==> config.mk <==
export PLATFORM = sky130hd
export DESIGN_NAME = adc_config_trigger_result_format
export DESIGN_NICKNAME = d
export VERILOG_FILES = /design/src/pkg/adc_ctl_pkg.sv /design/src/logic/adc_config_trigger_result_format.sv
export VERILOG_INCLUDE_DIRS = /design/src /design/src/pkg
export SDC_FILE = /design/constraint.sdc
export NUM_CORES = 1
export LEC_CHECK = 0
export BUFFER_PORTS_ARGS = -buffer_cell sky130_fd_sc_hd__buf_2
export CAP_MARGIN = 40
export CORE_MARGIN = 1.5
export CORE_UTILIZATION = 53
export CTS_CLUSTER_DIAMETER = 60
export DETAILED_ROUTE_END_ITERATION = 10
export GPL_TIMING_DRIVEN = 0
export PLACE_DENSITY_LB_ADDON = 0.12
export SLEW_MARGIN = 10
export SYNTH_ARGS = -nofsm -noshare
export SYNTH_HDL_FRONTEND = slang
export SYNTH_SLANG_ARGS = --single-unit
==> constraint.sdc <==
create_clock -name ref_clk -period 5.39 [get_ports ref_clk]
set_input_delay 0.8085 -clock ref_clk [delete_from_list [all_inputs] [get_ports ref_clk]]
set_output_delay 0.8085 -clock ref_clk [all_outputs]
set_load 0.005 [all_outputs]
==> src/pkg/adc_ctl_defines.svh <==
// Offsets, field positions, reset values and timing counts of the converter control block
`ifndef ADC_CTL_DEFINES_SVH
`define ADC_CTL_DEFINES_SVH
// Register offsets
`define OFS_CTRL_FMT 3'h0
`define OFS_CTRL_TRIG 3'h1
`define OFS_RES_HIGH 3'h2
`define OFS_RES_LOW 3'h3
`define OFS_IRQ_STATUS 3'h4
`define OFS_IRQ_MASK 3'h5
`define OFS_CONV_CTRL 3'h6
// Field positions in the format and clock register
`define POS_JUSTIFY 7
`define POS_CLKSEL_HI 6
`define POS_CLKSEL_LO 4
`define POS_NEGREF 2
`define POS_POSREF_HI 1
`define POS_POSREF_LO 0
// Field positions in the trigger register
`define POS_TRIG_HI 7
`define POS_TRIG_LO 4
// Status, mask and conversion control bit positions
`define POS_IRQ_DONE 0
`define POS_IRQ_TRIG 1
`define POS_GO 0
// Reset values
`define RST_CTRL_FMT 8'h00
`define RST_CTRL_TRIG 8'h00
`define RST_IRQ 2'h0
// Clock divide ratios
`define DIV_2 7'h02
`define DIV_4 7'h04
`define DIV_8 7'h08
`define DIV_16 7'h10
`define DIV_32 7'h20
`define DIV_64 7'h40
`endif

==> src/pkg/adc_ctl_pkg.sv <==
// Types shared by the converter control block
package adc_ctl_pkg;
   // Conversion clock codes
   typedef enum logic [2:0] {
      CLK_DIV2 = 3'h0,
      CLK_DIV8 = 3'h1,
      CLK_DIV32 = 3'h2,
      CLK_RC_A = 3'h3,
      CLK_DIV4 = 3'h4,
      CLK_DIV16 = 3'h5,
      CLK_DIV64 = 3'h6,
      CLK_RC_B = 3'h7
   } conv_clk_t;
   // Whole state of the block
   typedef struct packed {
      logic justify;
      logic [2:0] clkSel;
      logic negRef;
      logic [1:0] posRef;
      logic [3:0] trigSel;
      logic go;
      logic [1:0] irqStat;
      logic [1:0] irqMask;
      logic [6:0] divCnt;
      logic clkTick;
      logic [12:0] sync1;
      logic [12:0] sync2;
      logic [12:0] sync3;
      logic [7:0] rdata;
      logic [7:0] resHigh;
      logic [7:0] resLow;
   } state_t;
endpackage : adc_ctl_pkg

==> src/logic/adc_config_trigger_result_format.sv <==
// Converter control: clock select, reference select, auto trigger and result justification
//
// The implementer's own choices: the placing of the registers and the strobed register port.
`timescale 1ns/1ns
`default_nettype none
`include "adc_ctl_defines.svh"

module adc_config_trigger_result_format
   import adc_ctl_pkg::*;
#(
   parameter int RESULT_W = 10,
   parameter int SYNC_STAGES = 2
) (
   // Clock and reset
   input wire logic ref_clk,
   input wire logic rst,
   // Register port
   input wire logic [2:0] regAddr,
   input wire logic [7:0] regWdata,
   input wire logic regWrite,
   input wire logic regRead,
   output logic [7:0] regRdata,
   // Interrupt
   output logic irq,
   // Conversion core
   input wire logic rcOscTick,
   input wire logic convDone,
   input wire logic [9:0] convData,
   output logic convGo,
   output logic convClkTick,
   output logic convClkIsRc,
   // Reference selects
   output logic negRefPin,
   output logic posRefSupply,
   output logic posRefPin,
   output logic posRefFvr,
   // Trigger sources
   input wire logic capture_unit_1,
   input wire logic capture_unit_2,
   input wire logic timer0_wrap_pulse,
   input wire logic timer1_wrap_pulse,
   input wire logic timer2_match_pulse,
   input wire logic comparator1_synced_out,
   input wire logic comparator2_synced_out,
   input wire logic logic_cell1_out,
   input wire logic logic_cell2_out,
   input wire logic logic_cell3_out,
   input wire logic logic_cell4_out,
   input wire logic timer4_match_pulse,
   input wire logic timer6_match_pulse,
   // Pulse of the selected trigger
   output logic trigPulse
);

   // The logic is built for a 10-bit result and a two-stage synchroniser
   if (RESULT_W != 10) begin : g_bad_width
      $error("RESULT_W must be 10");
   end
   if (SYNC_STAGES != 2) begin : g_bad_sync
      $error("SYNC_STAGES must be 2");
   end

   // Divide ratio for a clock code; RC codes return zero
   function automatic logic [6:0] divRatio(input logic [2:0] code);
      logic [6:0] r;
      r = 7'h00;
      unique case (conv_clk_t'(code))
         CLK_DIV2: r = `DIV_2;
         CLK_DIV8: r = `DIV_8;
         CLK_DIV32: r = `DIV_32;
         CLK_DIV4: r = `DIV_4;
         CLK_DIV16: r = `DIV_16;
         CLK_DIV64: r = `DIV_64;
         CLK_RC_A: r = 7'h00;
         CLK_RC_B: r = 7'h00;
      endcase
      return r;
   endfunction : divRatio

   // Register read view of the format and clock register
   function automatic logic [7:0] fmtView(input state_t s);
      logic [7:0] v;
      v = 8'h00;
      v[`POS_JUSTIFY] = s.justify;
      v[`POS_CLKSEL_HI:`POS_CLKSEL_LO] = s.clkSel;
      v[`POS_NEGREF] = s.negRef;
      v[`POS_POSREF_HI:`POS_POSREF_LO] = s.posRef;
      return v;
   endfunction : fmtView

   state_t st_r;
   state_t st_nxt;
   logic [12:0] trigRaw;
   logic [12:0] trigRise;
   logic trigHit;
   logic swGoSet;
   logic swGoClr;
   logic [6:0] ratio;
   logic [7:0] loadHigh;
   logic [7:0] loadLow;
   logic [1:0] irqEvt;

   // Sources gathered in code order, code 0001 in bit 0
   assign trigRaw = {
      timer6_match_pulse,
      timer4_match_pulse,
      logic_cell4_out,
      logic_cell3_out,
      logic_cell2_out,
      logic_cell1_out,
      comparator2_synced_out,
      comparator1_synced_out,
      timer2_match_pulse,
      timer1_wrap_pulse,
      timer0_wrap_pulse,
      capture_unit_2,
      capture_unit_1
   };

   // Only the stage behind the synchroniser is edge detected
   assign trigRise = st_r.sync2 & ~st_r.sync3;

   // Trigger mux; zero and reserved codes select nothing
   always_comb begin
      trigHit = 1'b0;
      if (st_r.trigSel >= 4'h1 && st_r.trigSel <= 4'hd) begin
         trigHit = trigRise[st_r.trigSel - 4'h1];
      end
   end

   // Justified images of the incoming result
   always_comb begin
      if (st_r.justify) begin
         loadHigh = {6'h00, convData[9:8]};
         loadLow = convData[7:0];
      end else begin
         loadHigh = convData[9:2];
         loadLow = {convData[1:0], 6'h00};
      end
   end

   // Software start and stop through the conversion control register
   assign swGoSet = regWrite && regAddr == `OFS_CONV_CTRL && regWdata[`POS_GO];
   assign swGoClr = regWrite && regAddr == `OFS_CONV_CTRL && !regWdata[`POS_GO];
   assign ratio = divRatio(st_r.clkSel);
   assign irqEvt[`POS_IRQ_DONE] = convDone && st_r.go;
   assign irqEvt[`POS_IRQ_TRIG] = trigHit;

   // Next state
   always_comb begin
      st_nxt = st_r;
      // Three flops per source; the first is read only by the second
      st_nxt.sync1 = trigRaw;
      st_nxt.sync2 = st_r.sync1;
      st_nxt.sync3 = st_r.sync2;
      // Divided clock tick, or the RC tick passed through
      if (ratio == 7'h00) begin
         st_nxt.divCnt = 7'h00;
         st_nxt.clkTick = rcOscTick;
      end else if (st_r.divCnt >= ratio - 7'h01) begin
         st_nxt.divCnt = 7'h00;
         st_nxt.clkTick = 1'b1;
      end else begin
         st_nxt.divCnt = st_r.divCnt + 7'h01;
         st_nxt.clkTick = 1'b0;
      end
      // Register writes
      if (regWrite) begin
         unique case (regAddr)
            `OFS_CTRL_FMT: begin
               st_nxt.justify = regWdata[`POS_JUSTIFY];
               st_nxt.clkSel = regWdata[`POS_CLKSEL_HI:`POS_CLKSEL_LO];
               st_nxt.negRef = regWdata[`POS_NEGREF];
               st_nxt.posRef = regWdata[`POS_POSREF_HI:`POS_POSREF_LO];
            end
            `OFS_CTRL_TRIG: begin
               st_nxt.trigSel = regWdata[`POS_TRIG_HI:`POS_TRIG_LO];
            end
            `OFS_RES_HIGH: begin
               st_nxt.resHigh = regWdata;
            end
            `OFS_RES_LOW: begin
               st_nxt.resLow = regWdata;
            end
            `OFS_IRQ_STATUS: begin
               st_nxt.irqStat = st_r.irqStat & ~regWdata[1:0];
            end
            `OFS_IRQ_MASK: begin
               st_nxt.irqMask = regWdata[1:0];
            end
            default: begin
            end
         endcase
      end
      // Events set after the clear so a same-cycle event survives
      st_nxt.irqStat = st_nxt.irqStat | irqEvt;
      // Completion loads the result; it overrides a same-cycle software write
      if (convDone && st_r.go) begin
         st_nxt.resHigh = loadHigh;
         st_nxt.resLow = loadLow;
      end
      // In-progress bit: trigger and software start win over clear and done
      if (trigHit || swGoSet) begin
         st_nxt.go = 1'b1;
      end else if (convDone || swGoClr) begin
         st_nxt.go = 1'b0;
      end
      // Read data stands in the cycle after the strobe only
      st_nxt.rdata = 8'h00;
      if (regRead) begin
         unique case (regAddr)
            `OFS_CTRL_FMT: st_nxt.rdata = fmtView(st_r);
            `OFS_CTRL_TRIG: st_nxt.rdata = {st_r.trigSel, 4'h0};
            `OFS_RES_HIGH: st_nxt.rdata = st_r.resHigh;
            `OFS_RES_LOW: st_nxt.rdata = st_r.resLow;
            `OFS_IRQ_STATUS: st_nxt.rdata = {6'h00, st_r.irqStat};
            `OFS_IRQ_MASK: st_nxt.rdata = {6'h00, st_r.irqMask};
            `OFS_CONV_CTRL: st_nxt.rdata = {7'h00, st_r.go};
            default: st_nxt.rdata = 8'h00;
         endcase
      end
   end

   // State register; results are left out of the reset branch so they keep their value
   always_ff @(posedge ref_clk or posedge rst) begin
      if (rst) begin
         st_r.justify <= 1'(`RST_CTRL_FMT >> `POS_JUSTIFY);
         st_r.clkSel <= 3'h0;
         st_r.negRef <= 1'b0;
         st_r.posRef <= 2'h0;
         st_r.trigSel <= 4'(`RST_CTRL_TRIG >> `POS_TRIG_LO);
         st_r.go <= 1'b0;
         st_r.irqStat <= `RST_IRQ;
         st_r.irqMask <= `RST_IRQ;
         st_r.divCnt <= 7'h00;
         st_r.clkTick <= 1'b0;
         st_r.sync1 <= 13'h0000;
         st_r.sync2 <= 13'h0000;
         st_r.sync3 <= 13'h0000;
         st_r.rdata <= 8'h00;
      end else begin
         st_r.justify <= st_nxt.justify;
         st_r.clkSel <= st_nxt.clkSel;
         st_r.negRef <= st_nxt.negRef;
         st_r.posRef <= st_nxt.posRef;
         st_r.trigSel <= st_nxt.trigSel;
         st_r.go <= st_nxt.go;
         st_r.irqStat <= st_nxt.irqStat;
         st_r.irqMask <= st_nxt.irqMask;
         st_r.divCnt <= st_nxt.divCnt;
         st_r.clkTick <= st_nxt.clkTick;
         st_r.sync1 <= st_nxt.sync1;
         st_r.sync2 <= st_nxt.sync2;
         st_r.sync3 <= st_nxt.sync3;
         st_r.rdata <= st_nxt.rdata;
         // Results: undefined at power-up, held while reset is active
         st_r.resHigh <= st_nxt.resHigh;
         st_r.resLow <= st_nxt.resLow;
      end
   end

   // Outputs
   assign regRdata = st_r.rdata;
   assign irq = |(st_r.irqStat & st_r.irqMask);
   assign convGo = st_r.go;
   assign convClkTick = st_r.clkTick;
   assign convClkIsRc = st_r.clkSel[1] & st_r.clkSel[0];
   assign negRefPin = st_r.negRef;
   assign posRefSupply = st_r.posRef == 2'h0;
   assign posRefPin = st_r.posRef == 2'h2;
   assign posRefFvr = st_r.posRef == 2'h3;
   // Sources are only tapped here, their own flags stay with their peripherals
   assign trigPulse = trigHit;

endmodule : adc_config_trigger_result_format
`default_nettype wire

Word level (Yosys, flattened, before mapping)
Memories as Yosys holds them, arrays and structs flattened.
Cells that the tools add are included.
{"block": "classes", "add_sub_neg": 3, "order_cmp": 4, "n_eq_ne": 8, "mux": 18, "bitwise_logic": 8, "n_reduce_logical": 21}
{"operator": "$mux 8", "count": 7}
{"operator": "$pmux 8 s7", "count": 1}
{"operator": "$mux 16", "count": 2}
{"operator": "$and 13x13->13", "count": 1}
{"operator": "$not 13->13", "count": 1}
{"operator": "$eq 3x3->1 const B", "count": 3}
{"operator": "$reduce_bool 2->1", "count": 4}
{"operator": "$add 7x1->7 const B", "count": 1}
{"operator": "$ge 7x7->1", "count": 1}
{"operator": "$logic_not 7->1", "count": 1}
{"operator": "$sub 7x1->7 const B", "count": 1}
{"operator": "$eq 3x2->1 const B", "count": 2}
{"operator": "$reduce_and 2->1", "count": 3}
{"operator": "$reduce_and 3->1", "count": 2}
{"operator": "$logic_and 1x1->1", "count": 5}
{"operator": "$lt 4x5->1 const B", "count": 1}
{"operator": "$and 2x2->2", "count": 2}
{"operator": "$bmux 1 s4", "count": 1}
{"operator": "$eq 2x2->1 const B", "count": 2}
{"operator": "$ge 4x1->1 const B", "count": 1}
{"operator": "$le 4x4->1 const B", "count": 1}
{"operator": "$mux 1", "count": 4}
{"operator": "$mux 2", "count": 2}
{"operator": "$mux 4", "count": 1}
{"operator": "11 further kinds", "count": 12}
{"block": "word_totals", "register_bits": 87, "romBits": 48, "elab_cells": 79, "n_memories": 1}
{"name": "(name not given)", "words": 8, "width": 6, "rd": 1, "rd_clocked_by_memory_dff": 0, "wr": 0, "line_no": "adc_config_trigger_result_format.sv:67", "rtl": "unique case (conv_clk_t'(code))"}

Longest topological paths before layout
{"block": "depth", "depth_word": 7, "ltp_mapped": 11}

Least setup slack after synthesis
Ideal clock, no wire load.
{"block": "synth_timing", "kind": "reg2out", "start": "reg st_r[76] (netlist bit)", "end": "out trigPulse", "t_arrival_ns": 1.540, "required_time_ns": 4.582, "path_slack_ns": 3.041, "path_stages_with_launch": 6, "path_buffers": 0, "path_cell_list": "dfrtp_1 > inv_1 > ha_1 > xor2_1 > or3_1 > a311oi_2"}
{"block": "synth_between", "elab_chain_len": 4, "elab_cells_between_ends": 7, "classes_between": "add/sub: 1; order compare: 2; mux: 3; reduce/logical: 1"}
{"item": "start, declared", "line_no": "adc_config_trigger_result_format.sv:91", "rtl": "state_t st_r;"}
{"item": "$sub 4x1->4", "line_no": "adc_config_trigger_result_format.sv:127", "rtl": "trigHit = trigRise[st_r.trigSel - 4'h1];"}
{"item": "$bmux 1 s4", "line_no": "adc_config_trigger_result_format.sv:127"}
{"item": "$mux 1 (not written as such)", "line_no": "adc_config_trigger_result_format.sv:127"}
{"item": "$mux 1 (*)", "line_no": "adc_config_trigger_result_format.sv:126", "rtl": "if (st_r.trigSel >= 4'h1 && st_r.trigSel <= 4'hd) begin"}
{"item": "end, declared", "line_no": "adc_config_trigger_result_format.sv:52", "rtl": "output logic trigPulse"}
Mark *: on every way between the ends. The rest lies on a longest branch, timed or not. The select of a mux whose other input is x is not followed.

Worst setup path after layout
Ends and elaborated chain as after synthesis.

==> results.md <==
* DR vias at 2408
* Core Region at 6790 µm²
* Clk_lat worst skew at 350 ps
* Final ANT Viol Nets at 0
* IO Pins at 57
* R2R depth at 10
* Initial core utilization at 0.546
* Tot Pwr at 1.63 mW
* Port Buf Inserts at 54
* Startpoint types: flip-flop
* Final Wtd Congestion at 0.810
* Post-synth EDFFs at 16
* Static leakage at 2.00 nW
* Critical path endpoint category: primary output
* Post-route cell area at 4340 µm²
* Initial DRC count at 150
* Final TNS setup at 0 ps
* #FFs+latches synth at 87
* Drt pass-1 iters at 4
* Layout Cells excl Fill at 458
* GRT Residual Overflow at 0
* Via-to-Cell Ratio at 5.26
* Synth Area in Adders at 0.0337
* Main flop type after synthesis: dfrtp_1
* RR Endpoint: convClkTick
* Buf/Inv on CP at 2
* Worst slew pin tran at 540 ps
* Synth top area share at 0.479
* Yosys warnings at 0
* Main combinational cell family by area after synthesis: simple AND/OR/NAND/NOR gates
* Placed cells at 442
* M1 WL at 3070 µm
* FP Rows at 30
* Layout cells sized above 1 at 0.290
* Distinct cells, synth at 48
* Critical Path RT at 4580 ps
* Initial antenna violation count at 0
* Net count after synthesis at 339
* Maximum VDD drop at 0.256 mV
* Yosys top cell by area: dfrtp_1
* Syn Area/Cell at 12.8 µm²
* Final Hold Viols at 0
* Delay-heaviest family, CP: compound AO/OA/AOI/OAI gates
* Critical-path top delay cell: dfrtp_1
* Die area at 7510 µm²
* Area Growth Syn to Fin at 16.9%
* Hold path depth at 0
* Post-CTS sizing at 0
* Relative slew slack at 0.640
* Hold crit path type: flip-flop to flip-flop
* CTS tree: built
* Async S/R FF share, synth at 0.816
* Mux share of post-synthesis cell area at 0.0867
* Post-Synthesis Cells at 289
* Fraction of the mapped netlist area in compound gates at 0.0931
* Final period util at 0.563
* # Post-CTS Setup Buffers at 0
* Die Span X at 86.7 µm
* Clk buf depth at 2
* Fill count at 533
* Cts bufs inserted at 9
* Status: completed
* Post-Route Skew at 16.0 ps
* WL met2 at 3170 µm
* CP Max Fanout at 4
* Wire per inst at 14.6 µm
* Clk sinks at 87
* Slew Limit Fails at 0
* Hold worst-path end: st_nxt[26]
* Final setup fails at 0
* Final min period at 3030 ps
* Met3 wire length at 381 µm
* Fmax at 330 MHz
* Htree depth at 3
* Pin count of the biggest net entering global routing at 42
* Most instantiated cells after synthesis: dfrtp_1, nand2_1, edfxtp_1, nor2_1, o21ai_0
* First-pass GRT wire length at 10700 µm
* Max-Cap Viols at 0
* Largest stage delay, worst path at 390 ps
* R2r setup slk at 3040 ps
* Worst-path cell chain: inv_1 > ha_1 > xnor2_1 > nor4b_1 > o21ai_0 > a311oi_2 > buf_2
* Setup ws final at 2360 ps
* Synth area leaders: dfrtp_1, edfxtp_1, mux2_2
* Min-delay src: st_nxt[39]
* Total Wirelength at 6700 µm
* Xor/xnor share of the synthesized area at 0.0212
* Sequential fraction of the synthesis area at 0.608
* Vias in the first global route at 2214
* # diodes at 0
* Worst-path clk slew at 80 ps
* Layout Nets at 407
* Pwr Density at 375 nW/µm²
* Crit Path Class: flip-flop to primary output
* Post-Synth Simple-Gate Area at 0.116
* Total GRT Usage at 0.191
* Crit path arrival time at 2220 ps
* Mapped Area at 3710 µm²
* DP Worst Slack at 2630 ps
* Post-placement cell area at 4140 µm²
* R2R Path Start: st_r[83]
* Top Metal Used: met4
* Clock root buffer: clkbuf_8
* CTS Hold Bufs at 0
* DRC Markers at 0
* RSZ-0062 raised after global routing: false
* HPWL Detailed at 4870 µm
* Vert. Die Dim at 86.7 µm
* Most frequent cell after synthesis: dfrtp_1
[logic make-up (layout without fill, tap and decap cells)]
family                     Yosys count  after routing
AOI/OAI and AO/OA                   49             49
buffers and inverters               30            103
xor gates and xnor gates             9              9
and+or+nand+nor                     80             80
adders and majority gates           10             10
DFF                                 87             87
muxes                               24             24
[area by class of cell]
class | instances | area [µm²] | area share
clock buffers | 10 | 149 | 0.0343
repair buffers | 57 | 305 | 0.0704
well taps | 96 | 120 | 0.0277
multi-input cells | 172 | 1300 | 0.300
inverters | 10 | 40.0 | 0.00924
plain buffers | 20 | 115 | 0.0266
clock inverters | 6 | 48.8 | 0.0113
flip-flops and latches | 87 | 2260 | 0.521
[how the worst max path moves through the flow]
stage,slack [ps],cells past startpoint,end,startpoint
2_1_floorplan,2780,1,convClkTick,rst
3_3_place_gp,1920,2,st_nxt[40],rst
3_5_place_dp,2630,5,st_r[4],regAddr[1]
4_1_cts,2280,7,trigPulse,st_r[76]
5_1_grt,2190,7,trigPulse,st_r[76]
6_report,2360,7,trigPulse,st_r[76]
[flip-flops by register name, summed over array words and instances, names as in the netlist]
signal and flops:
convClkTick 1, convGo 1, negRefPin 1, regRdata 8, st_nxt 26, st_r 50
[layer usage]
layer	global-route usage	up-vias
met1	0.270	1159
li1	-	1154
met5	0	-
met4	0.0733	0
met2	0.300	85
met3	0.0314	10
[report_power, final]
part,total [mW],switching (mW),internal (mW),leakage (nW)
sequential,0.807,0.0507,0.757,1.00
clock,0.435,0.235,0.201,0.0989
combinational,0.382,0.197,0.185,0.895
[metrics by stage]
stage	util	hold slack (ps)
2_1_floorplan	-	331
3_3_place_gp	0.603	332
3_5_place_dp	0.609	335
4_1_cts	0.638	354
5_1_grt	0.638	360
6_report	0.638	352
[cell usage in the layout, fill, tap and decap left out, types with 4 or more instances in the layout]
cell,synthesis,final
mux2_2,12,12
mux4_2,4,4
nand3_1,4,4
ha_1,10,10
nand2_1,21,21
inv_1,10,9
buf_2,2,56
xor2_1,5,5
and2_1,4,4
a21oi_1,8,8
o21ai_0,16,16
clkbuf_8,0,9
clkbuf_1,8,8
nor2_1,16,16
dfrtp_1,71,71
xnor2_1,4,4
mux2i_1,7,7
nor2b_1,10,10
a22o_1,9,9
buf_4,8,10
edfxtp_1,16,16
Note: power is estimated with default switching activity, not from simulation.
